File: src/ahsc_pkg.sv
// Constants, types and field layouts of the acknowledge header codec
package ahsc_pkg;

  // Register byte offsets
  localparam logic [4:0]  REG_CTRL      = 5'h00;
  localparam logic [4:0]  REG_STAT      = 5'h04;
  localparam logic [4:0]  REG_CNT       = 5'h08;
  localparam logic [4:0]  REG_HDR_LO    = 5'h0C;
  localparam logic [4:0]  REG_HDR_HI    = 5'h10;

  // Control register layout
  localparam int          CTRL_BUSY_BIT = 0;
  localparam int          CTRL_CUST_BIT = 1;
  localparam int          CTRL_LOCK_BIT = 2;
  localparam int          CTRL_W        = 3;
  localparam logic [2:0]  CTRL_RST      = 3'h0;

  // Header byte offsets
  localparam int          HDR_OFS_STAT  = 0;
  localparam int          HDR_OFS_ID    = 2;
  localparam int          HDR_OFS_LEN   = 4;
  localparam int          HDR_OFS_REQ   = 6;

  // Status word layout
  localparam int          ST_CODE_W     = 12;
  localparam int          ST_RSVD_BIT   = 12;
  localparam int          ST_NS_LSB     = 13;
  localparam int          ST_SEV_BIT    = 15;
  localparam logic [1:0]  NS_PROTO      = 2'h0;
  localparam logic [1:0]  NS_TECH       = 2'h1;
  localparam logic [1:0]  NS_DEV        = 2'h2;

  // Status codes
  localparam logic [15:0] ST_SUCCESS    = 16'h0000;
  localparam logic [15:0] ST_NOT_IMPL   = 16'h8001;
  localparam logic [15:0] ST_BAD_PARAM  = 16'h8002;
  localparam logic [15:0] ST_BAD_ADDR   = 16'h8003;
  localparam logic [15:0] ST_WR_PROT    = 16'h8004;
  localparam logic [15:0] ST_BAD_ALIGN  = 16'h8005;
  localparam logic [15:0] ST_NO_ACCESS  = 16'h8006;
  localparam logic [15:0] ST_BUSY       = 16'h8007;
  localparam logic [15:0] ST_TIMEOUT    = 16'h800B;
  localparam logic [15:0] ST_BAD_HDR    = 16'h800E;
  localparam logic [15:0] ST_WRONG_CFG  = 16'h800F;
  localparam logic [15:0] ST_GENERIC    = 16'h8FFF;

  // Command identifier layout
  localparam int          ID_ACK_BIT    = 0;
  localparam int          ID_VAL_LSB    = 1;
  localparam int          ID_VAL_W      = 14;
  localparam int          ID_CUST_BIT   = 15;
  localparam logic [15:0] ID_READ       = 16'h0800;
  localparam logic [15:0] ID_READ_ACK   = 16'h0801;
  localparam logic [15:0] ID_WRITE      = 16'h0802;
  localparam logic [15:0] ID_WRITE_ACK  = 16'h0803;
  localparam logic [15:0] ID_PEND_ACK   = 16'h0805;
  localparam logic [15:0] ID_SREAD      = 16'h0806;
  localparam logic [15:0] ID_SREAD_ACK  = 16'h0807;
  localparam logic [15:0] ID_SWRITE     = 16'h0808;
  localparam logic [15:0] ID_SWRITE_ACK = 16'h0809;
  localparam logic [15:0] ID_EVENT      = 16'h0C00;
  localparam logic [15:0] ID_EVENT_ACK  = 16'h0C01;

  // Command flags layout
  localparam int          FLG_ACKREQ_BIT = 14;
  localparam int          FLG_RETRY_BIT  = 15;
  localparam logic [15:0] FLG_RSVD_MASK  = 16'h3FFF;

  typedef struct packed {
    logic [15:0] flags;
    logic [15:0] cmd_id;
    logic [15:0] length;
    logic [15:0] req_id;
  } ahsc_cmd_hdr_s;

  typedef struct packed {
    logic [15:0] status;
    logic [15:0] cmd_id;
    logic [15:0] length;
    logic [15:0] req_id;
  } ahsc_ack_hdr_s;

  typedef struct packed {
    logic        size_bad;
    logic        len_bad;
    logic        rsvd_bad;
    logic        addr_missing;
    logic        read_only;
    logic        misaligned;
    logic        no_access;
    logic        busy;
    logic        dev_err;
    logic        generic;
    logic        warn;
    logic [11:0] dev_code;
  } ahsc_chk_s;

  typedef enum logic {
    ST_IDLE = 1'b0,
    ST_SEND = 1'b1
  } ahsc_state_e;

endpackage : ahsc_pkg

File: src/ahsc_codec.sv
// Acknowledge header builder and command identifier checker with Wishbone registers
//
// Our own choices: the placing of the registers and the Wishbone interface to the registers.
`timescale 1ns/1ps
//
// Summary of operation
// - Header starts with status word, offset 0
// - Offset 2 carries matching acknowledge identifier
// - Offset 4 holds payload byte count
// - Offset 6 echoes the sender's request number
// - Status: low 12 code bits, bit12 zero
// - Bits 13-14 select code namespace
// - Bit 15 severity; warnings still execute
// - Success 0x0000; unknown command 0x8001
// - Bad parameter answers 0x8002
// - Missing register address answers 0x8003
// - Write to read-only answers 0x8004
// - Misaligned address answers 0x8005
// - Wrong-direction access answers 0x8006
// - Busy device answers 0x8007
// - Invalid header answers 0x800E
// - Forbidden by configuration 0x800F; generic 0x8FFF
// - Identifier bit 0: command or acknowledge
// - Identifier bits 1-14 select the type
// - Identifier bit 15 marks custom values
// - Fixed standard identifiers for each command
// - Flag bit 14 requests ack, 15 retry
module ahsc_codec
  import ahsc_pkg::*;
(
  // Clock and reset
  input  wire logic                    clk_i,
  input  wire logic                    rst_i,
  // Wishbone slave
  input  wire logic                    cyc_i,
  input  wire logic                    stb_i,
  input  wire logic                    we_i,
  input  wire logic [4:0]              adr_i,
  input  wire logic [3:0]              sel_i,
  input  wire logic [31:0]             dat_i,
  output logic      [31:0]             dat_o,
  output logic                         ack_o,
  // Received command header and checks
  input  wire logic                    cmd_valid_i,
  input  wire ahsc_pkg::ahsc_cmd_hdr_s cmd_hdr_i,
  input  wire ahsc_pkg::ahsc_chk_s     cmd_chk_i,
  input  wire logic [15:0]             scd_len_i,
  output logic                         cmd_ready_o,
  // Outgoing acknowledge header
  output logic                         ack_valid_o,
  output ahsc_pkg::ahsc_ack_hdr_s      ack_hdr_o,
  input  wire logic                    ack_ready_i,
  // Execute strobe
  output logic                         exec_o,
  output logic                         exec_write_o
);
  import ahsc_pkg::*;

  function automatic logic [15:0] mk_status(
    input logic        sev,
    input logic [1:0]  ns,
    input logic [11:0] code
  );
    logic [15:0] s;
    s = '0;
    s[ST_CODE_W-1:0]          = code;
    s[ST_RSVD_BIT]            = 1'b0;
    s[ST_NS_LSB+1:ST_NS_LSB]  = ns;
    s[ST_SEV_BIT]             = sev;
    return s;
  endfunction : mk_status

  // Type field of an identifier, without the acknowledge and custom bits
  function automatic logic [ID_VAL_W-1:0] cmd_value(input logic [15:0] id);
    return id[ID_VAL_LSB +: ID_VAL_W];
  endfunction : cmd_value

  function automatic logic is_write_id(input logic [15:0] id);
    return (id == ID_WRITE) || (id == ID_SWRITE);
  endfunction : is_write_id

  // Error severity; a warning still lets the command run
  function automatic logic last_bad_of(input logic [15:0] s);
    return s[ST_SEV_BIT];
  endfunction : last_bad_of

  function automatic logic is_known_cmd(
    input logic [15:0] id,
    input logic        cust_en
  );
    logic k;
    k = 1'b0;
    // An acknowledge identifier is never a valid command
    if (id[ID_ACK_BIT])
      k = 1'b0;
    else if (id[ID_CUST_BIT])
      k = cust_en;
    else
    begin
      // Event commands travel the other way and are not accepted here
      k = (cmd_value(id) == cmd_value(ID_READ))   ||
          (cmd_value(id) == cmd_value(ID_WRITE))  ||
          (cmd_value(id) == cmd_value(ID_SREAD))  ||
          (cmd_value(id) == cmd_value(ID_SWRITE));
    end
    return k;
  endfunction : is_known_cmd

  function automatic logic [7:0] hdr_byte(
    input ahsc_ack_hdr_s h,
    input int            idx
  );
    logic [15:0] w;
    w = h.req_id;
    if (idx < HDR_OFS_ID)
      w = h.status;
    else if (idx < HDR_OFS_LEN)
      w = h.cmd_id;
    else if (idx < HDR_OFS_REQ)
      w = h.length;
    return (idx % 2 == 0) ? w[7:0] : w[15:8];
  endfunction : hdr_byte

  // Four header bytes from a byte offset, lowest byte in bits 7:0
  function automatic logic [31:0] hdr_word(
    input ahsc_ack_hdr_s h,
    input int            base
  );
    return {hdr_byte(h, base + 3), hdr_byte(h, base + 2),
            hdr_byte(h, base + 1), hdr_byte(h, base)};
  endfunction : hdr_word

  // Command path state
  ahsc_state_e         state;
  ahsc_state_e         next_state;
  ahsc_ack_hdr_s       ack_hdr;
  ahsc_ack_hdr_s       next_ack_hdr;
  logic                exec;
  logic                next_exec;
  logic                exec_wr;
  logic                next_exec_wr;
  logic [15:0]         last_status;
  logic [15:0]         next_last_status;
  logic [15:0]         last_id;
  logic [15:0]         next_last_id;

  // Register state
  logic [CTRL_W-1:0]   ctrl;
  logic [CTRL_W-1:0]   next_ctrl;
  logic [15:0]         cmd_cnt;
  logic [15:0]         next_cmd_cnt;
  logic [7:0]          err_cnt;
  logic [7:0]          next_err_cnt;
  logic [7:0]          retry_cnt;
  logic [7:0]          next_retry_cnt;
  logic                wb_ack;
  logic                next_wb_ack;
  logic [31:0]         rdata;
  logic [31:0]         next_rdata;

  logic                take;
  logic [15:0]         status;
  logic                wr_cmd;
  logic                wb_req;
  logic                wr_now;

  assign cmd_ready_o  = (state == ST_IDLE);
  assign take         = cmd_valid_i && cmd_ready_o;
  assign wr_cmd       = is_write_id(cmd_hdr_i.cmd_id);
  assign ack_valid_o  = (state == ST_SEND);
  assign ack_hdr_o    = ack_hdr;
  assign exec_o       = exec;
  assign exec_write_o = exec_wr;
  assign ack_o        = wb_ack;
  assign dat_o        = rdata;
  assign wb_req       = cyc_i && stb_i;
  assign wr_now       = wb_ack && wb_req && we_i;

  // Status selection, one code by fixed priority
  always_comb
  begin
    status = ST_SUCCESS;
    if (cmd_chk_i.size_bad || ((cmd_hdr_i.flags & FLG_RSVD_MASK) != '0))
      status = ST_BAD_HDR;
    else if (!is_known_cmd(cmd_hdr_i.cmd_id, ctrl[CTRL_CUST_BIT]))
      status = ST_NOT_IMPL;
    else if (cmd_chk_i.len_bad || cmd_chk_i.rsvd_bad ||
             (wr_cmd && cmd_hdr_i.req_id == '0))
      status = ST_BAD_PARAM;
    else if (cmd_chk_i.busy || ctrl[CTRL_BUSY_BIT])
      status = ST_BUSY;
    else if (wr_cmd && ctrl[CTRL_LOCK_BIT])
      status = ST_WRONG_CFG;
    else if (cmd_chk_i.addr_missing)
      status = ST_BAD_ADDR;
    else if (cmd_chk_i.misaligned)
      status = ST_BAD_ALIGN;
    else if (wr_cmd && cmd_chk_i.read_only)
      status = ST_WR_PROT;
    else if (cmd_chk_i.no_access)
      status = ST_NO_ACCESS;
    else if (cmd_chk_i.dev_err)
      status = mk_status(1'b1, NS_DEV, cmd_chk_i.dev_code);
    else if (cmd_chk_i.generic)
      status = ST_GENERIC;
    else if (cmd_chk_i.warn)
      status = mk_status(1'b0, NS_DEV, cmd_chk_i.dev_code);
  end

  // Command path next values
  always_comb
  begin
    next_state       = state;
    next_ack_hdr     = ack_hdr;
    next_exec        = 1'b0;
    next_exec_wr     = 1'b0;
    next_last_status = last_status;
    next_last_id     = last_id;
    unique case (state)
      ST_IDLE:
      begin
        if (take)
        begin
          next_ack_hdr.status = status;
          next_ack_hdr.cmd_id = cmd_hdr_i.cmd_id | 16'h0001;
          next_ack_hdr.length = status[ST_SEV_BIT] ? 16'h0000 : scd_len_i;
          next_ack_hdr.req_id = cmd_hdr_i.req_id;
          next_last_status    = status;
          next_last_id        = cmd_hdr_i.cmd_id;
          next_exec           = !status[ST_SEV_BIT];
          next_exec_wr        = !status[ST_SEV_BIT] && wr_cmd;
          // Without an ack request the status is only recorded
          if (cmd_hdr_i.flags[FLG_ACKREQ_BIT])
            next_state = ST_SEND;
        end
      end
      ST_SEND:
      begin
        // Header stays frozen until the host takes it
        if (ack_ready_i)
          next_state = ST_IDLE;
      end
    endcase
  end

  always_ff @(posedge clk_i)
  begin
    if (rst_i)
    begin
      state       <= ST_IDLE;
      ack_hdr     <= '0;
      exec        <= 1'b0;
      exec_wr     <= 1'b0;
      last_status <= ST_SUCCESS;
      last_id     <= 16'h0000;
    end
    else
    begin
      state       <= next_state;
      ack_hdr     <= next_ack_hdr;
      exec        <= next_exec;
      exec_wr     <= next_exec_wr;
      last_status <= next_last_status;
      last_id     <= next_last_id;
    end
  end

  // Bus handshake and read data next values
  always_comb
  begin
    next_wb_ack = wb_req && !wb_ack;
    next_rdata  = rdata;
    // Read data is captured as the request arrives and stands with ack_o
    if (wb_req && !wb_ack)
    begin
      unique case (adr_i)
        REG_CTRL:   next_rdata = {29'h0, ctrl};
        REG_STAT:   next_rdata = {last_id, last_status};
        REG_CNT:    next_rdata = {retry_cnt, err_cnt, cmd_cnt};
        REG_HDR_LO: next_rdata = hdr_word(ack_hdr, HDR_OFS_STAT);
        REG_HDR_HI: next_rdata = hdr_word(ack_hdr, HDR_OFS_LEN);
        default:    next_rdata = 32'h0000_0000;
      endcase
    end
  end

  always_ff @(posedge clk_i)
  begin
    if (rst_i)
    begin
      wb_ack <= 1'b0;
      rdata  <= 32'h0000_0000;
    end
    else
    begin
      wb_ack <= next_wb_ack;
      rdata  <= next_rdata;
    end
  end

  // Control register and event counters next values
  always_comb
  begin
    next_ctrl      = ctrl;
    next_cmd_cnt   = cmd_cnt;
    next_err_cnt   = err_cnt;
    next_retry_cnt = retry_cnt;
    // Writes commit on the edge at which the master sees ack_o
    if (wr_now && adr_i == REG_CTRL && sel_i[0])
      next_ctrl = dat_i[CTRL_W-1:0];
    // Clearing counters loses no event in the same cycle
    if (wr_now && adr_i == REG_CNT)
    begin
      next_cmd_cnt   = '0;
      next_err_cnt   = '0;
      next_retry_cnt = '0;
    end
    if (take)
      next_cmd_cnt = next_cmd_cnt + 16'h0001;
    if (take && last_bad_of(status))
      next_err_cnt = next_err_cnt + 8'h01;
    if (take && cmd_hdr_i.flags[FLG_RETRY_BIT])
      next_retry_cnt = next_retry_cnt + 8'h01;
  end

  always_ff @(posedge clk_i)
  begin
    if (rst_i)
    begin
      ctrl      <= CTRL_RST;
      cmd_cnt   <= 16'h0000;
      err_cnt   <= 8'h00;
      retry_cnt <= 8'h00;
    end
    else
    begin
      ctrl      <= next_ctrl;
      cmd_cnt   <= next_cmd_cnt;
      err_cnt   <= next_err_cnt;
      retry_cnt <= next_retry_cnt;
    end
  end

endmodule : ahsc_codec

File: config.mk
export PLATFORM = sky130hd
export DESIGN_NAME = ahsc_codec
export DESIGN_NICKNAME = d
export VERILOG_FILES = /design/src/ahsc_pkg.sv /design/src/ahsc_codec.sv
export SDC_FILE = /design/constraint.sdc
export NUM_CORES = 1
export LEC_CHECK = 0
export ABC_AREA = 1
export BUFFER_PORTS_ARGS = -buffer_cell sky130_fd_sc_hd__clkbuf_2
export CAP_MARGIN = 10
export CORE_MARGIN = 2
export CORE_UTILIZATION = 40
export CTS_CLUSTER_DIAMETER = 120
export DETAILED_ROUTE_END_ITERATION = 10
export PLACE_DENSITY = 0.79
export SLEW_MARGIN = 15
export SYNTH_ARGS = -nofsm -noshare
export SYNTH_HDL_FRONTEND = slang
export SYNTH_SLANG_ARGS = --single-unit
File: constraint.sdc
create_clock -name clk_i -period 1.6 [get_ports clk_i]
set_input_delay 0.08 -clock clk_i [delete_from_list [all_inputs] [get_ports clk_i]]
set_output_delay 0.08 -clock clk_i [all_outputs]
set_load 0.05 [all_outputs]
After elaboration in Yosys (flattened, before gate mapping)
Index checks and enable logic that the tools add are counted.
{"block": "word_totals", "ff_bits": 151, "out_inout_bits": 101}
{"block": "classes", "addsub": 3, "n_eq_ne": 10, "muxes": 27, "bitwise_logic": 2, "n_reduce_logical": 29}
{"cell": "16-bit 2-to-1 mux", "n": 14}
{"cell": "32-bit case mux with 5 select lines", "n": 1}
{"cell": "14-bit by 11-bit == test with 1-bit output, second input constant", "n": 4}
{"cell": "16-bit by 12-bit == test with 1-bit output, second input constant", "n": 2}
{"cell": "8-bit 2-to-1 mux", "n": 4}
{"cell": "16-bit by 1-bit adder with 16-bit output, second input constant", "n": 1}
{"cell": "8-bit by 1-bit adder with 8-bit output, second input constant", "n": 2}
{"cell": "16-bit zero test", "n": 1}
{"cell": "16-bit nonzero test", "n": 1}
{"cell": "15-bit 2-to-1 mux", "n": 1}
{"cell": "1-bit logical AND", "n": 14}
{"cell": "5-bit by 4-bit == test with 1-bit output, second input constant", "n": 2}
{"cell": "1-bit logical OR", "n": 8}
{"cell": "1-bit 2-to-1 mux", "n": 6}
{"cell": "5-bit by 3-bit == test with 1-bit output, second input constant", "n": 1}
{"cell": "5-bit == test, second input constant", "n": 1}
{"cell": "5-bit zero test", "n": 1}
{"cell": "3-bit OR reduction", "n": 1}
{"cell": "1-bit zero test", "n": 2}
{"cell": "1-bit NOT", "n": 2}
{"cell": "1-bit case mux with 2 select lines", "n": 1}
{"cell": "2-bit AND reduction", "n": 1}

Logic depth before layout (Yosys ltp)
Gate-level depths: netlist of run 1.
{"block": "logic_depth", "depth_word": 14, "mapped_depth": 15}

Worst setup path after synthesis of run 1
No wires, ideal clock.
{"block": "synth_path", "path_kind": "register -> register", "startpoint": "register wb_ack, in the netlist ack_o", "endpoint": "register cmd_cnt[14]", "arrival_ns": 1.983, "required_ns": 1.487, "setup_slack_ns": -0.496, "path_stages_with_launch": 15, "period_less_slack_ns": 2.096, "cell_sequence": "dfxtp_1 nand2_1 nor2_1 nand3_2 inv_2 buf_2 nor2_1 ha_1 nand2_1 nor2_1 nand2_1 nand3b_1 nand2_1 nand2_1 nor2_1"}
{"block": "synth_between", "elab_chain_cells": 6}
{"element": "start, declared", "line_no": "ahsc_codec.sv:156", "source": "logic wb_ack;"}
{"element": "start signal, assigned", "line_no": "ahsc_codec.sv:296", "source": "wb_ack <= next_wb_ack;"}
{"element": "1-bit logical AND * (2 in a row)", "line_no": "ahsc_codec.sv:177", "source": "assign wr_now = wb_ack && wb_req && we_i;"}
{"element": "1-bit logical AND *", "line_no": "ahsc_codec.sv:312", "source": "if (wr_now && adr_i == REG_CNT)"}
{"element": "16-bit 2-to-1 mux *", "line_no": "ahsc_codec.sv:312"}
{"element": "16-bit by 1-bit adder with 16-bit output", "line_no": "ahsc_codec.sv:319", "source": "next_cmd_cnt = next_cmd_cnt + 16'h0001;"}
{"element": "16-bit 2-to-1 mux *", "line_no": "ahsc_codec.sv:318", "source": "if (take)"}
{"element": "end signal, assigned", "line_no": "ahsc_codec.sv:338", "source": "cmd_cnt <= next_cmd_cnt;"}
{"element": "end, declared", "line_no": "ahsc_codec.sv:150", "source": "logic [15:0] cmd_cnt;"}
Every way passes the cells marked *; elsewhere a longest branch is shown, timed or not.
A chain may end at the register's enable or synchronous reset.

Worst setup path after layout of run 1
{"block": "layout_path", "startpoint": "register wb_ack, in the netlist ack_o", "endpoint": "register retry_cnt[6]"}
{"block": "layout_between", "elab_chain_cells": 6}
{"element": "1-bit logical AND * (2 in a row)", "line_no": "ahsc_codec.sv:177"}
{"element": "1-bit logical AND *", "line_no": "ahsc_codec.sv:312"}
{"element": "8-bit 2-to-1 mux *", "line_no": "ahsc_codec.sv:312"}
{"element": "8-bit by 1-bit adder with 8-bit output", "line_no": "ahsc_codec.sv:323", "source": "next_retry_cnt = next_retry_cnt + 8'h01;"}
{"element": "8-bit 2-to-1 mux *", "line_no": "ahsc_codec.sv:322", "source": "if (take && cmd_hdr_i.flags[FLG_RETRY_BIT])"}
{"element": "end signal, assigned", "line_no": "ahsc_codec.sv:340", "source": "retry_cnt <= next_retry_cnt;"}
{"element": "end, declared", "line_no": "ahsc_codec.sv:154", "source": "logic [7:0] retry_cnt;"}
Marks and branches as above.

==> impl_summary.txt, run 1 <==
----------------------------------------------------
[Status]
  Run status ... finished with violations
  Violations in the final reports ... setup timing

[Synthesis]
  Cells after Synth ... 907
  Post-synthesis sequential element count ... 134
  Prevailing post-synth register cell ... sky130_fd_sc_hd__dfxtp_1
  Yosys warning count ... 0
  Proportion of synthesized chip area in sequential cells ... 43.1%
  Compound-gate portion of the synthesized area ... 15.9%
  Mean post-synth cell area ... 6.87 um^2
  Number of distinct library cells after synthesis ... 39
  Multiplexer area fraction after synthesis ... 0%
  Synthesized-area fraction occupied by and/or/nand/nor cells ... 30.2%
  Number of synthesized flops with an enable pin ... 0
  Xor/xnor cell area share of the yosys netlist ... 0.281%
  Combinational family with the most area after synthesis ... simple AND/OR/NAND/NOR gates
  Async set-or-reset flop fraction in the synthesized netlist ... 0%
  Post-synthesis share of cell area spent on full adders, half adders and majority gates ... 0.603%
  Synth Cell Area ... 0.00623 mm^2

[Global routing]
  Vias in the first global route ... 7,105
  GRT Resource Usage Total ... 27.4%
  First-pass GRT wire length ... 35,800 um
  Remaining global-route overflow ... 0
  Pin count of the biggest net entering global routing ... 44
  Initial antenna violation count ... 0

[Pwr]
  Power density over the cells ... 944 mW/mm^2
  Pwr Total ... 8.68 mW
  Switching power total ... 2.28 mW
  Internal power summed over all cells ... 6.40 mW
  Combinational group share of total power ... 12.8%
  Sequential share of power ... 40.3%
  Switching share of power ... 26.3%
  Part of the total power dissipated in the clock network ... 47.0%
  Maximum vdd drop ... 556 uV
  Standby leakage power ... 4.18 nW

[Detailed routing]
  Via-per-instance ratio ... 5.38
  Post-detailed-route DRC marker count ... 0
  Average wire length per cell after detail routing ... 16.8 um
  Via count ... 7,474
  First-pass DRT Iterations ... 6
  Detailed Route WL ... 23,300 um
  Detail Route Antenna Nets ... 0
  Starting DRC count in detailed routing ... 621

[Place]
  Post-detail-place hpwl ... 15,800 um
  Placed instance count ... 1,288
  Global placer's final weighted congestion ... 0.905
  Cell area after placement ... 0.00767 mm^2
  Number of buffer cells added on primary ports ... 201

[Floorplan]
  Row cnt ... 45
  Horizontal extent of the die ... 129 um
  Floorplan die area ... 0.0166 mm^2
  I/O pin count ... 252
  Starting density of the core ... 41.0%
  Overall die height ... 129 um
  Placeable core area ... 0.0152 mm^2

[STA]
  Final count of hold timing violations ... 0
  Worst slew slack as a fraction of its limit ... 59.6%
  Clock skew after layout ... 0.00700 ns
  Min Clock Period, post-route ... 1.71 ns
  Achievable clock frequency ... 585 MHz
  Sum of negative setup slack ... -0.180 ns
  Unrepaired setup endpoints after global routing ... yes
  Worst-margin pin slew ... 0.605 ns
  Setup ws final ... -0.109 ns
  Final slew viol count ... 0
  Period utilization ... 107%
  Final setup violation count ... 5

[Final layout]
  Final core utilization ... 60.5%
  Share of post-route cells with drive strength above 1 ... 30.4%
  Final instance count without filler cells ... 1,388
  Final design instance area without fill ... 0.00920 mm^2
  Final-stage net count ... 1,342
  Area grow syn2layout ... 47.7%
  Number of diodes ... 0

[Worst hold path]
  Worst min path class ... primary input to flip-flop
  Hold wc startpoint ... cmd_hdr_i[38]
  Hold Path Cell Cnt ... 4

[Clock network]
  Clock latency at the later pin of the worst-skew pair ... 0.42 ns
  Clock-pin slew reported for the worst setup and hold paths after clock tree synthesis ... 0.06 ns
  Buffer cell driving the clock tree root ... sky130_fd_sc_hd__clkbuf_16
  Inserted Clock Buffers ... 17
  CTS tree ... yes
  H-tree depth ... 4
  Clock Tree Buf Depth ... 2
  Number of sinks driven by the clock tree ... 134

[Setup path]
  Category of the critical setup timing path ... flip-flop to flip-flop
  Critical path launch point ... ack_o
  Element type at the critical path start ... flip-flop
  Required time at the endpoint of the critical path ... 1.89 ns
  Kind of end point of the critical path ... flip-flop
  R2r startpoint ... ack_o
  Worst Path Arrival ... 2.00 ns
  Max Fanout on Critical Path ... 5
  Worst reg2reg path depth ... 13

[Job]
  Max Cap Viol ... 0

----------------------------------------------------
==> cell usage in the layout, fill, tap and decap left out, types with 6 or more instances in the layout <==
cell                            count
sky130_fd_sc_hd__nand2_1          280
sky130_fd_sc_hd__clkbuf_2         200
sky130_fd_sc_hd__dfxtp_1          132
sky130_fd_sc_hd__inv_1             72
sky130_fd_sc_hd__a21oi_1           70
sky130_fd_sc_hd__nor2_1            68
sky130_fd_sc_hd__dlygate4sd3_1     61
sky130_fd_sc_hd__buf_4             49
sky130_fd_sc_hd__nand3_1           39
sky130_fd_sc_hd__o21ai_0           33
sky130_fd_sc_hd__a22o_1            21
sky130_fd_sc_hd__nor2_2            18
sky130_fd_sc_hd__clkbuf_16         18
sky130_fd_sc_hd__nand2_2           12
sky130_fd_sc_hd__o211ai_1          12
sky130_fd_sc_hd__nor2_4            10
sky130_fd_sc_hd__nand4_1            7
sky130_fd_sc_hd__inv_2              7
sky130_fd_sc_hd__o221ai_1           6
sky130_fd_sc_hd__o21ai_1            6
==> worst paths after layout <==
check,to,slack [ns]
worst max-delay path,retry_cnt[6],-0.11
worst min-delay path,exec_write_o,0.03
worst max register to register,retry_cnt[6],-0.11
worst min register to register,dat_o[15],0.46
==> sequential cells by signal, indices dropped and copies added, names as in the netlist <==
register and cells:
cmd_cnt 16, err_cnt 8, ctrl 3, dat_o 32, last_id 1, exec_write_o 1
last_status 14, retry_cnt 8, exec_o 1, ack_o 1, ack_valid_o 1, ack_hdr_o 48
==> repair_timing <==
| item | CTS | global route |
|---|---|---|
| endpoints found under the hold margin | 60 | 0 |
| pin swaps | 11 | 17 |
| hold buffers | 61 | 0 |
| setup buffers | 3 | 6 |
| resized for setup | 13 | 56 |
| endpoints found under the setup margin | 22 | 50 |
==> through the flow <==
stage	hold WS, ns	setup slack (ns)
2_1_floorplan	0.161	-0.129
3_3_place_gp	0.260	-0.0827
3_5_place_dp	0.265	-0.135
4_1_cts	0.0207	-0.0453
5_1_grt	0.0153	-0.177
6_report	0.0262	-0.109
==> critical path: stages (launching register included) <==
cell,delay [ns]
sky130_fd_sc_hd__dfxtp_4,0.36
sky130_fd_sc_hd__nand2_4,0.05
sky130_fd_sc_hd__nor2_4,0.13
sky130_fd_sc_hd__nand3_4,0.14
sky130_fd_sc_hd__buf_4,0.19
sky130_fd_sc_hd__nand2_4,0.06
sky130_fd_sc_hd__inv_2,0.05
sky130_fd_sc_hd__ha_4,0.16
sky130_fd_sc_hd__nand3_4,0.06
sky130_fd_sc_hd__nor2_2,0.05
sky130_fd_sc_hd__nand2_2,0.09
sky130_fd_sc_hd__nor2_2,0.05
sky130_fd_sc_hd__a21boi_1,0.14
sky130_fd_sc_hd__nor3_1,0.06
==> kinds of logic (layout without fill, tap and decap cells) <==
kind of cell | count (synthesis) | after routing
compound gates | 165 | 165
xor+xnor | 2 | 2
fa+ha+maj | 3 | 3
buf+inv | 141 | 433
flops | 134 | 134
other cells | 1 | 2
simple gates | 461 | 461
==> synth_stat cells (all sizes together), types with 6 or more instances <==
cell type	instances	area share (%)
a21oi	70	5.6
nand4	7	0.70
inv	83	5.0
dfxtp	134	43
o22ai	7	0.70
o211ai	12	1.4
o221ai	6	0.84
a22o	21	3.0
buf	26	2.9
nand2	297	18
nor2	96	6.1
o21ai	40	3.2
nor3	7	0.56
clkbuf	30	1.8
nand3	47	3.9
==> area by class of cell <==
class	instances	area, um^2
clock buffer	20	468
sequential	134	2690
clock inverter	11	146
tap	188	235
fill	1232	6010
multi-input combinational	633	3230
inverter	85	342
timing repair buffer	317	2090
==> per-layer routing <==
| metal | global-route usage [%] | up-vias | wire length [um] |
|---|---|---|---|
| met5 | 0 | - | 0 |
| met4 | 12.0 | 0 | 881 |
| met3 | 6.86 | 88 | 2250 |
| met2 | 46.1 | 485 | 11300 |
| met1 | 33.3 | 3407 | 8880 |
| li1 | - | 3494 | - |
==> power groups by stage <==
stage               Clock (mW)  Combinational [mW]  Sequential (mW)
global placement             0               0.920             3.56
CTS                       4.07                1.06             3.49
finish                    4.08                1.11             3.49
floorplan                    0               0.457             3.68
detailed placement           0               0.930             3.56
global route              4.22                1.17             3.50
Power figures use the tool's default switching activity.
==> run 2: changes to the inputs <==
- TNS_END_PERCENT: default -> 5
==> impl_summary.txt, run 2 (synthesis results as in run 1) <==
----------------------------------------------------
[Setup path]
  Worst reg2reg path depth ... 12 (-1)
  Master of the slowest instance on the critical path ... sky130_fd_sc_hd__dfxtp_4
  Element type at the critical path start ... flip-flop
  Max Fanout on Critical Path ... 6 (+1)
  R2r startpoint ... ack_o
  Slowest cell delay on critical path ... 0.35 ns (about the same)
  List of cells traversed by the critical path ... nand2_4, nor2_4, nand3_4, nand2_1, inv_1, ha_1, nand3_2, nor2_1, nand2_1, nor2_2, a21boi_1, nor3_1
  Cell type group with the largest total delay on the critical path ... simple AND/OR/NAND/NOR gates
  Kind of end point of the critical path ... flip-flop
  Cell repeated most along the worst path ... sky130_fd_sc_hd__nand2_1
  Worst path buffer plus inverter count ... 1 (-1)
  Category of the critical setup timing path ... flip-flop to flip-flop
  R2R Path End ... retry_cnt[6]
  Required time at the endpoint of the critical path ... 1.89 ns (about the same)
  CP Depth ... 12 (-1)
  Slack of the worst reg-to-reg path ... -0.08 ns (+0.03 ns)
  Worst Path Arrival ... 1.97 ns (-0.03 ns)

[Global routing]
  First-pass GRT wire length ... 34,900 um (-2.7%)
  GRT Resource Usage Total ... 26.4% (-0.99 points)
  Initial antenna violation count ... 0 (unchanged)
  Vias in the first global route ... 7,116 (+0.15%)
  Pin count of the biggest net entering global routing ... 35 (-20%)
  Remaining global-route overflow ... 0 (unchanged)

[Final layout]
  Filler cell count in the final layout ... 1,309 (+6.3%)
  Number of flip-flops under the largest register name ... 48 (unchanged)
  Area grow syn2layout ... 46.2%
  Share of post-route cells with drive strength above 1 ... 29.2% (-1.2 points)
  Number of diodes ... 0 (unchanged)
  Commonest non-fill, non-tap cell in the layout ... sky130_fd_sc_hd__nand2_1
  Final instance count without filler cells ... 1,395 (+0.50%)
  Most used cells in the layout excluding fill and tap cells ... sky130_fd_sc_hd__nand2_1 (288), sky130_fd_sc_hd__clkbuf_2 (200), sky130_fd_sc_hd__dfxtp_1 (131), sky130_fd_sc_hd__nor2_1 (75), sky130_fd_sc_hd__inv_1 (75)
  Final-stage net count ... 1,348 (+0.45%)

[Clock network]
  Number of sinks driven by the clock tree ... 134 (unchanged)
  H-tree depth ... 4 (unchanged)
  Clock Tree Buf Depth ... 2 (unchanged)
  Clock latency at the later pin of the worst-skew pair ... 0.41 ns (about the same)
  Inserted Clock Buffers ... 17 (unchanged)
  Clock-pin slew reported for the worst setup and hold paths after clock tree synthesis ... 0.06 ns (about the same)
  CTS tree ... yes
  Buffer cell driving the clock tree root ... sky130_fd_sc_hd__clkbuf_16

[Pwr]
  Maximum vdd drop ... 537 uV (-3.4%)
  Power density over the cells ... 917 mW/mm^2 (-2.9%)
  Standby leakage power ... 4.15 nW (-0.65%)

[Worst hold path]
  Hold Path Cell Cnt ... 3 (-1)
  Hold wc startpoint ... cmd_hdr_i[32]
  Terminating pin of the worst hold path ... last_id[0]
  Worst min path class ... primary input to flip-flop

[Floorplan]
  Placeable core area ... 0.0152 mm^2 (unchanged)
  I/O pin count ... 252 (unchanged)
  Horizontal extent of the die ... 129 um (unchanged)
  Starting density of the core ... 41.0% (unchanged)
  Floorplan die area ... 0.0166 mm^2 (unchanged)
  Row cnt ... 45 (unchanged)
  Overall die height ... 129 um (unchanged)

[STA]
  Final slew viol count ... 0 (unchanged)
  Worst-case hold slack ... 0.0261 ns (-0.0000483 ns)
  Period utilization ... 105% (-1.6 points)
  Final count of hold timing violations ... 0 (unchanged)
  Setup ws final ... -0.0827 ns (+0.0264 ns)
  Min Clock Period, post-route ... 1.68 ns (-0.0264 ns)
  Achievable clock frequency ... 594 MHz (+1.6%)
  Final setup violation count ... 6 (+1)
  Clock skew after layout ... 0.00735 ns (+0.000346 ns)
  Sum of negative setup slack ... -0.266 ns (-0.0855 ns)
  Unrepaired setup endpoints after global routing ... yes

[Place]
  Number of buffer cells added on primary ports ... 201 (unchanged)
  Global placer's final weighted congestion ... 0.914 (+0.97%)
  Post-placement setup slack ... -0.0931 ns (+0.0416 ns)
  Placed instance count ... 1,295 (+0.54%)
  Post-detail-place hpwl ... 15,300 um (-2.9%)

[Detailed routing]
  Via count ... 7,378 (-1.3%)
  Detailed Route WL ... 22,300 um (-4.6%)
  Uppermost layer routed ... met4
  Average wire length per cell after detail routing ... 16.0 um (-5.0%)
  Post-detailed-route DRC marker count ... 0 (unchanged)
  Starting DRC count in detailed routing ... 588 (-5.3%)
  Met3 wire len ... 2130 um (-5.7%)
  Via-per-instance ratio ... 5.29 (-1.8%)
  First-pass DRT Iterations ... 7 (+1)
  Routed wl met2 ... 10,700 um (-5.5%)
  Detail Route Antenna Nets ... 0 (unchanged)
  Met1 Wirelength ... 8710 um (-1.8%)

[Job]
  Max Cap Viol ... 0 (unchanged)

[Status]
  Violations in the final reports ... setup timing
  Run status ... finished with violations

----------------------------------------------------
[run 2: cell count changes in the layout (fill, tap and decap cells not counted), moves of 3 or more]
cell / previous run / this run
sky130_fd_sc_hd__nor2_2: 18 / 14
sky130_fd_sc_hd__inv_6: 4 / 10
sky130_fd_sc_hd__inv_1: 72 / 75
sky130_fd_sc_hd__nor2_1: 68 / 75
sky130_fd_sc_hd__nor2_4: 10 / 7
sky130_fd_sc_hd__nand2_1: 280 / 288
sky130_fd_sc_hd__inv_2: 7 / 4
sky130_fd_sc_hd__nand2_4: 5 / 2
sky130_fd_sc_hd__buf_4: 49 / 52
sky130_fd_sc_hd__nand2_2: 12 / 6
[run 2: worst max-delay path by stage]
stage                from            to  slack (ns)
floorplan           ack_o  retry_cnt[6]       -0.16
finish              ack_o  retry_cnt[6]       -0.08
detailed placement  ack_o   cmd_cnt[12]       -0.09
CTS                 ack_o  retry_cnt[6]       -0.07
global placement    ack_o   cmd_cnt[12]       -0.07
global route        ack_o   cmd_cnt[12]       -0.26
[run 2: stage by stage]
step	power, mW	util [%]	instance area (um^2)
floorplan	4.13	-	6280
global placement	4.48	50.6	7690
detailed placement	4.49	50.6	7690
CTS	8.30	58.7	8920
global route	8.62	59.9	9110
finish	8.35	59.9	9110
[run 2: power by group]
part	internal, mW	switching [mW]	leakage [nW]
combinational	0.411	0.692	2.79
sequential	3.42	0.0665	1.09
clock	2.17	1.59	0.276
total	6.00	2.34	4.15
[run 2: layout make-up]
class	count	area (um^2)	area share, %
timing repair buffer	321	2140	23.5
clock inverter	15	143	1.57
tap	188	235	2.58
inverter	85	344	3.78
timing repair inverter	2	17.5	0.192
clock buffer	17	425	4.67
sequential	134	2690	29.5
multi-input combinational	633	3120	34.2
[run 2: worst reg2reg max path, cell delays in order, from the launching register on]
cell and delay, ns:
sky130_fd_sc_hd__dfxtp_4 0.35, sky130_fd_sc_hd__nand2_4 0.05, sky130_fd_sc_hd__nor2_4 0.12, sky130_fd_sc_hd__nand3_4 0.14
sky130_fd_sc_hd__nand2_1 0.12, sky130_fd_sc_hd__inv_1 0.05, sky130_fd_sc_hd__ha_1 0.20, sky130_fd_sc_hd__nand3_2 0.10
sky130_fd_sc_hd__nor2_1 0.05, sky130_fd_sc_hd__nand2_1 0.10, sky130_fd_sc_hd__nor2_2 0.05, sky130_fd_sc_hd__a21boi_1 0.16
sky130_fd_sc_hd__nor3_1 0.07
[run 2: per-layer routing]
| metal | GRT usage, % | vias to the layer above |
|---|---|---|
| met5 | 0 | - |
| met4 | 11.0 | 0 |
| met3 | 6.40 | 66 |
| met2 | 44.3 | 414 |
| met1 | 32.6 | 3403 |
| li1 | - | 3495 |
[run 2: what timing repair did]
item	CTS	global route
hold endpoints to repair	60	1
setup endpoints to repair	20	67
pin swaps	2	16
buffers inserted	1	5
cloned	0	2
resized for setup	7	41
hold buffers	61	1
==> run 3: changes to the inputs <==
- PLACE_DENSITY: 0.79 -> 0.69
==> impl_summary.txt, run 3 (synthesis results as in run 1) <==
----------------------------------------------------
[Setup path]
  Category of the critical setup timing path ... flip-flop to flip-flop
  Element type at the critical path start ... flip-flop
  Max Fanout on Critical Path ... 8 (+2)
  Slack of the worst reg-to-reg path ... -0.12 ns (-0.04 ns)
  Worst Path Arrival ... 2.02 ns (+0.05 ns)
  Kind of end point of the critical path ... flip-flop
  Required time at the endpoint of the critical path ... 1.90 ns (about the same)

[Clock network]
  CTS tree ... yes
  Clock latency at the later pin of the worst-skew pair ... 0.43 ns (+0.02 ns)
  Clock-pin slew reported for the worst setup and hold paths after clock tree synthesis ... 0.06 ns (about the same)
  Number of sinks driven by the clock tree ... 134 (unchanged)
  H-tree depth ... 4 (unchanged)
  Buffer cell driving the clock tree root ... sky130_fd_sc_hd__clkbuf_16
  Inserted Clock Buffers ... 17 (unchanged)
  Clock Tree Buf Depth ... 2 (unchanged)

[Final layout]
  Area grow syn2layout ... 46.4%
  Final core utilization ... 60.0% (+0.066 points)
  Commonest non-fill, non-tap cell in the layout ... sky130_fd_sc_hd__nand2_1
  Filler cell count in the final layout ... 1,405 (+7.3%)
  Share of post-route cells with drive strength above 1 ... 29.1% (-0.17 points)
  Sequential cell area ... 0.00269 mm^2 (about the same)
  Number of flip-flops under the largest register name ... 48 (unchanged)
  Final-stage net count ... 1,348 (unchanged)
  Final design instance area without fill ... 0.00912 mm^2 (+0.11%)
  Most used cells in the layout excluding fill and tap cells ... sky130_fd_sc_hd__nand2_1 (283), sky130_fd_sc_hd__clkbuf_2 (201), sky130_fd_sc_hd__dfxtp_1 (132), sky130_fd_sc_hd__inv_1 (74), sky130_fd_sc_hd__nor2_1 (73)
  Area of the multi-input gates ... 0.00312 mm^2 (unchanged)
  Number of diodes ... 0 (unchanged)

[Detailed routing]
  Starting DRC count in detailed routing ... 475 (-19%)
  First-pass DRT Iterations ... 5 (-2)
  Detail Route Antenna Nets ... 0 (unchanged)
  Via-per-instance ratio ... 5.04 (-4.7%)
  Post-detailed-route DRC marker count ... 0 (unchanged)
  Average wire length per cell after detail routing ... 14.9 um (-6.6%)
  Via count ... 7,031 (-4.7%)
  Detailed Route WL ... 20,800 um (-6.6%)

[Floorplan]
  Overall die height ... 129 um (unchanged)
  Floorplan die area ... 0.0166 mm^2 (unchanged)
  Horizontal extent of the die ... 129 um (unchanged)
  Starting density of the core ... 41.0% (unchanged)
  I/O pin count ... 252 (unchanged)
  Row cnt ... 45 (unchanged)
  Placeable core area ... 0.0152 mm^2 (unchanged)

[Global routing]
  Vias in the first global route ... 6,497 (-8.7%)
  Remaining global-route overflow ... 0 (unchanged)
  GRT Resource Usage Total ... 24.8% (-1.6 points)
  First-pass GRT wire length ... 32,100 um (-7.8%)
  Pin count of the biggest net entering global routing ... 30 (-14%)
  Initial antenna violation count ... 0 (unchanged)

[Pwr]
  Power density over the cells ... 955 mW/mm^2 (+4.2%)
  Pwr Total ... 8.71 mW (+4.3%)
  Maximum vdd drop ... 762 uV (+42%)
  Standby leakage power ... 4.17 nW (+0.28%)

[STA]
  Clock skew after layout ... 0.00586 ns (-0.00149 ns)
  Min Clock Period, post-route ... 1.72 ns (+0.0362 ns)
  Setup ws final ... -0.119 ns (-0.0362 ns)
  Final slew viol count ... 0 (unchanged)
  Achievable clock frequency ... 582 MHz (-2.1%)
  Period utilization ... 107% (+2.3 points)
  Unrepaired setup endpoints after global routing ... yes
  Final count of hold timing violations ... 0 (unchanged)
  Final setup violation count ... 11 (+5)

[Job]
  Max Cap Viol ... 0 (unchanged)

[Place]
  Post-detail-place hpwl ... 15,100 um (-1.2%)
  Cell area after placement ... 0.00766 mm^2 (-0.39%)
  Global placer's final weighted congestion ... 0.900 (-1.5%)
  Number of buffer cells added on primary ports ... 201 (unchanged)
  Post-placement setup slack ... -0.169 ns (-0.0762 ns)

[Status]
  Violations in the final reports ... setup timing
  Run status ... finished with violations

[Worst hold path]
  Worst min path class ... primary input to flip-flop

----------------------------------------------------
==> run 3: layout make-up <==
class,instances,share of cell area [%]
well taps,188,2.58
flip-flops and latches,134,29.5
clock inverters,6,1.22
multi-input cells,633,34.2
inverters,85,3.65
clock buffers,26,5.71
repair buffers,323,23.2
==> run 3: critical path: stages, from the launching register on <==
cell	delay, ns
sky130_fd_sc_hd__dfxtp_4	0.35
sky130_fd_sc_hd__nand2_4	0.06
sky130_fd_sc_hd__nor2_4	0.04
sky130_fd_sc_hd__nand3_4	0.17
sky130_fd_sc_hd__nand2_2	0.09
sky130_fd_sc_hd__inv_2	0.06
sky130_fd_sc_hd__ha_2	0.17
sky130_fd_sc_hd__nand3_2	0.09
sky130_fd_sc_hd__nor2_2	0.13
sky130_fd_sc_hd__nand2_2	0.07
sky130_fd_sc_hd__buf_4	0.15
sky130_fd_sc_hd__nor4_2	0.13
sky130_fd_sc_hd__nor3_1	0.07
==> run 3: layer usage <==
layer,share of wire (%),GRT usage (%),vias up
li1,-,-,3510
met1,42,31.9,3187
met2,48,40.7,290
met3,7.5,5.82,44
met4,2.4,9.08,0
met5,0,0,-
==> run 3: through the flow <==
stage	cells	hold WS [ns]	TNS (ns)
after floorplan	908	0.164	-1.73
after global placement	1296	0.263	-0.782
after detailed placement	1296	0.269	-1.71
after CTS	1393	0.0284	-0.224
after global routing	1395	0.0912	-4.92
final	1395	0.0357	-0.531
==> run 3: what timing repair did <==
action | in CTS | in global routing
cloned | 0 | 0
hold endpoints to repair | 61 | 0
hold buffers | 63 | 0
resized for setup | 17 | 31
endpoints found under the setup margin | 28 | 54
pin swaps | 3 | 5
setup buffers | 2 | 2
==> run 3: worst paths after layout <==
kind / from / endpoint / cells after the start
worst min-delay path: sel_i[0] / ctrl[1] / 4
worst max register to register: ack_o / retry_cnt[6] / 12
worst max-delay path: ack_o / retry_cnt[6] / 12
worst min register to register: dat_o[20] / dat_o[20] / 2
==> run 3: power by group <==
group / switching, mW / internal, mW / leakage (nW) / total, mW
combinational: 0.674 / 0.398 / 2.77 / 1.07
sequential: 0.0615 / 3.42 / 1.09 / 3.48
clock: 1.44 / 2.71 / 0.306 / 4.15
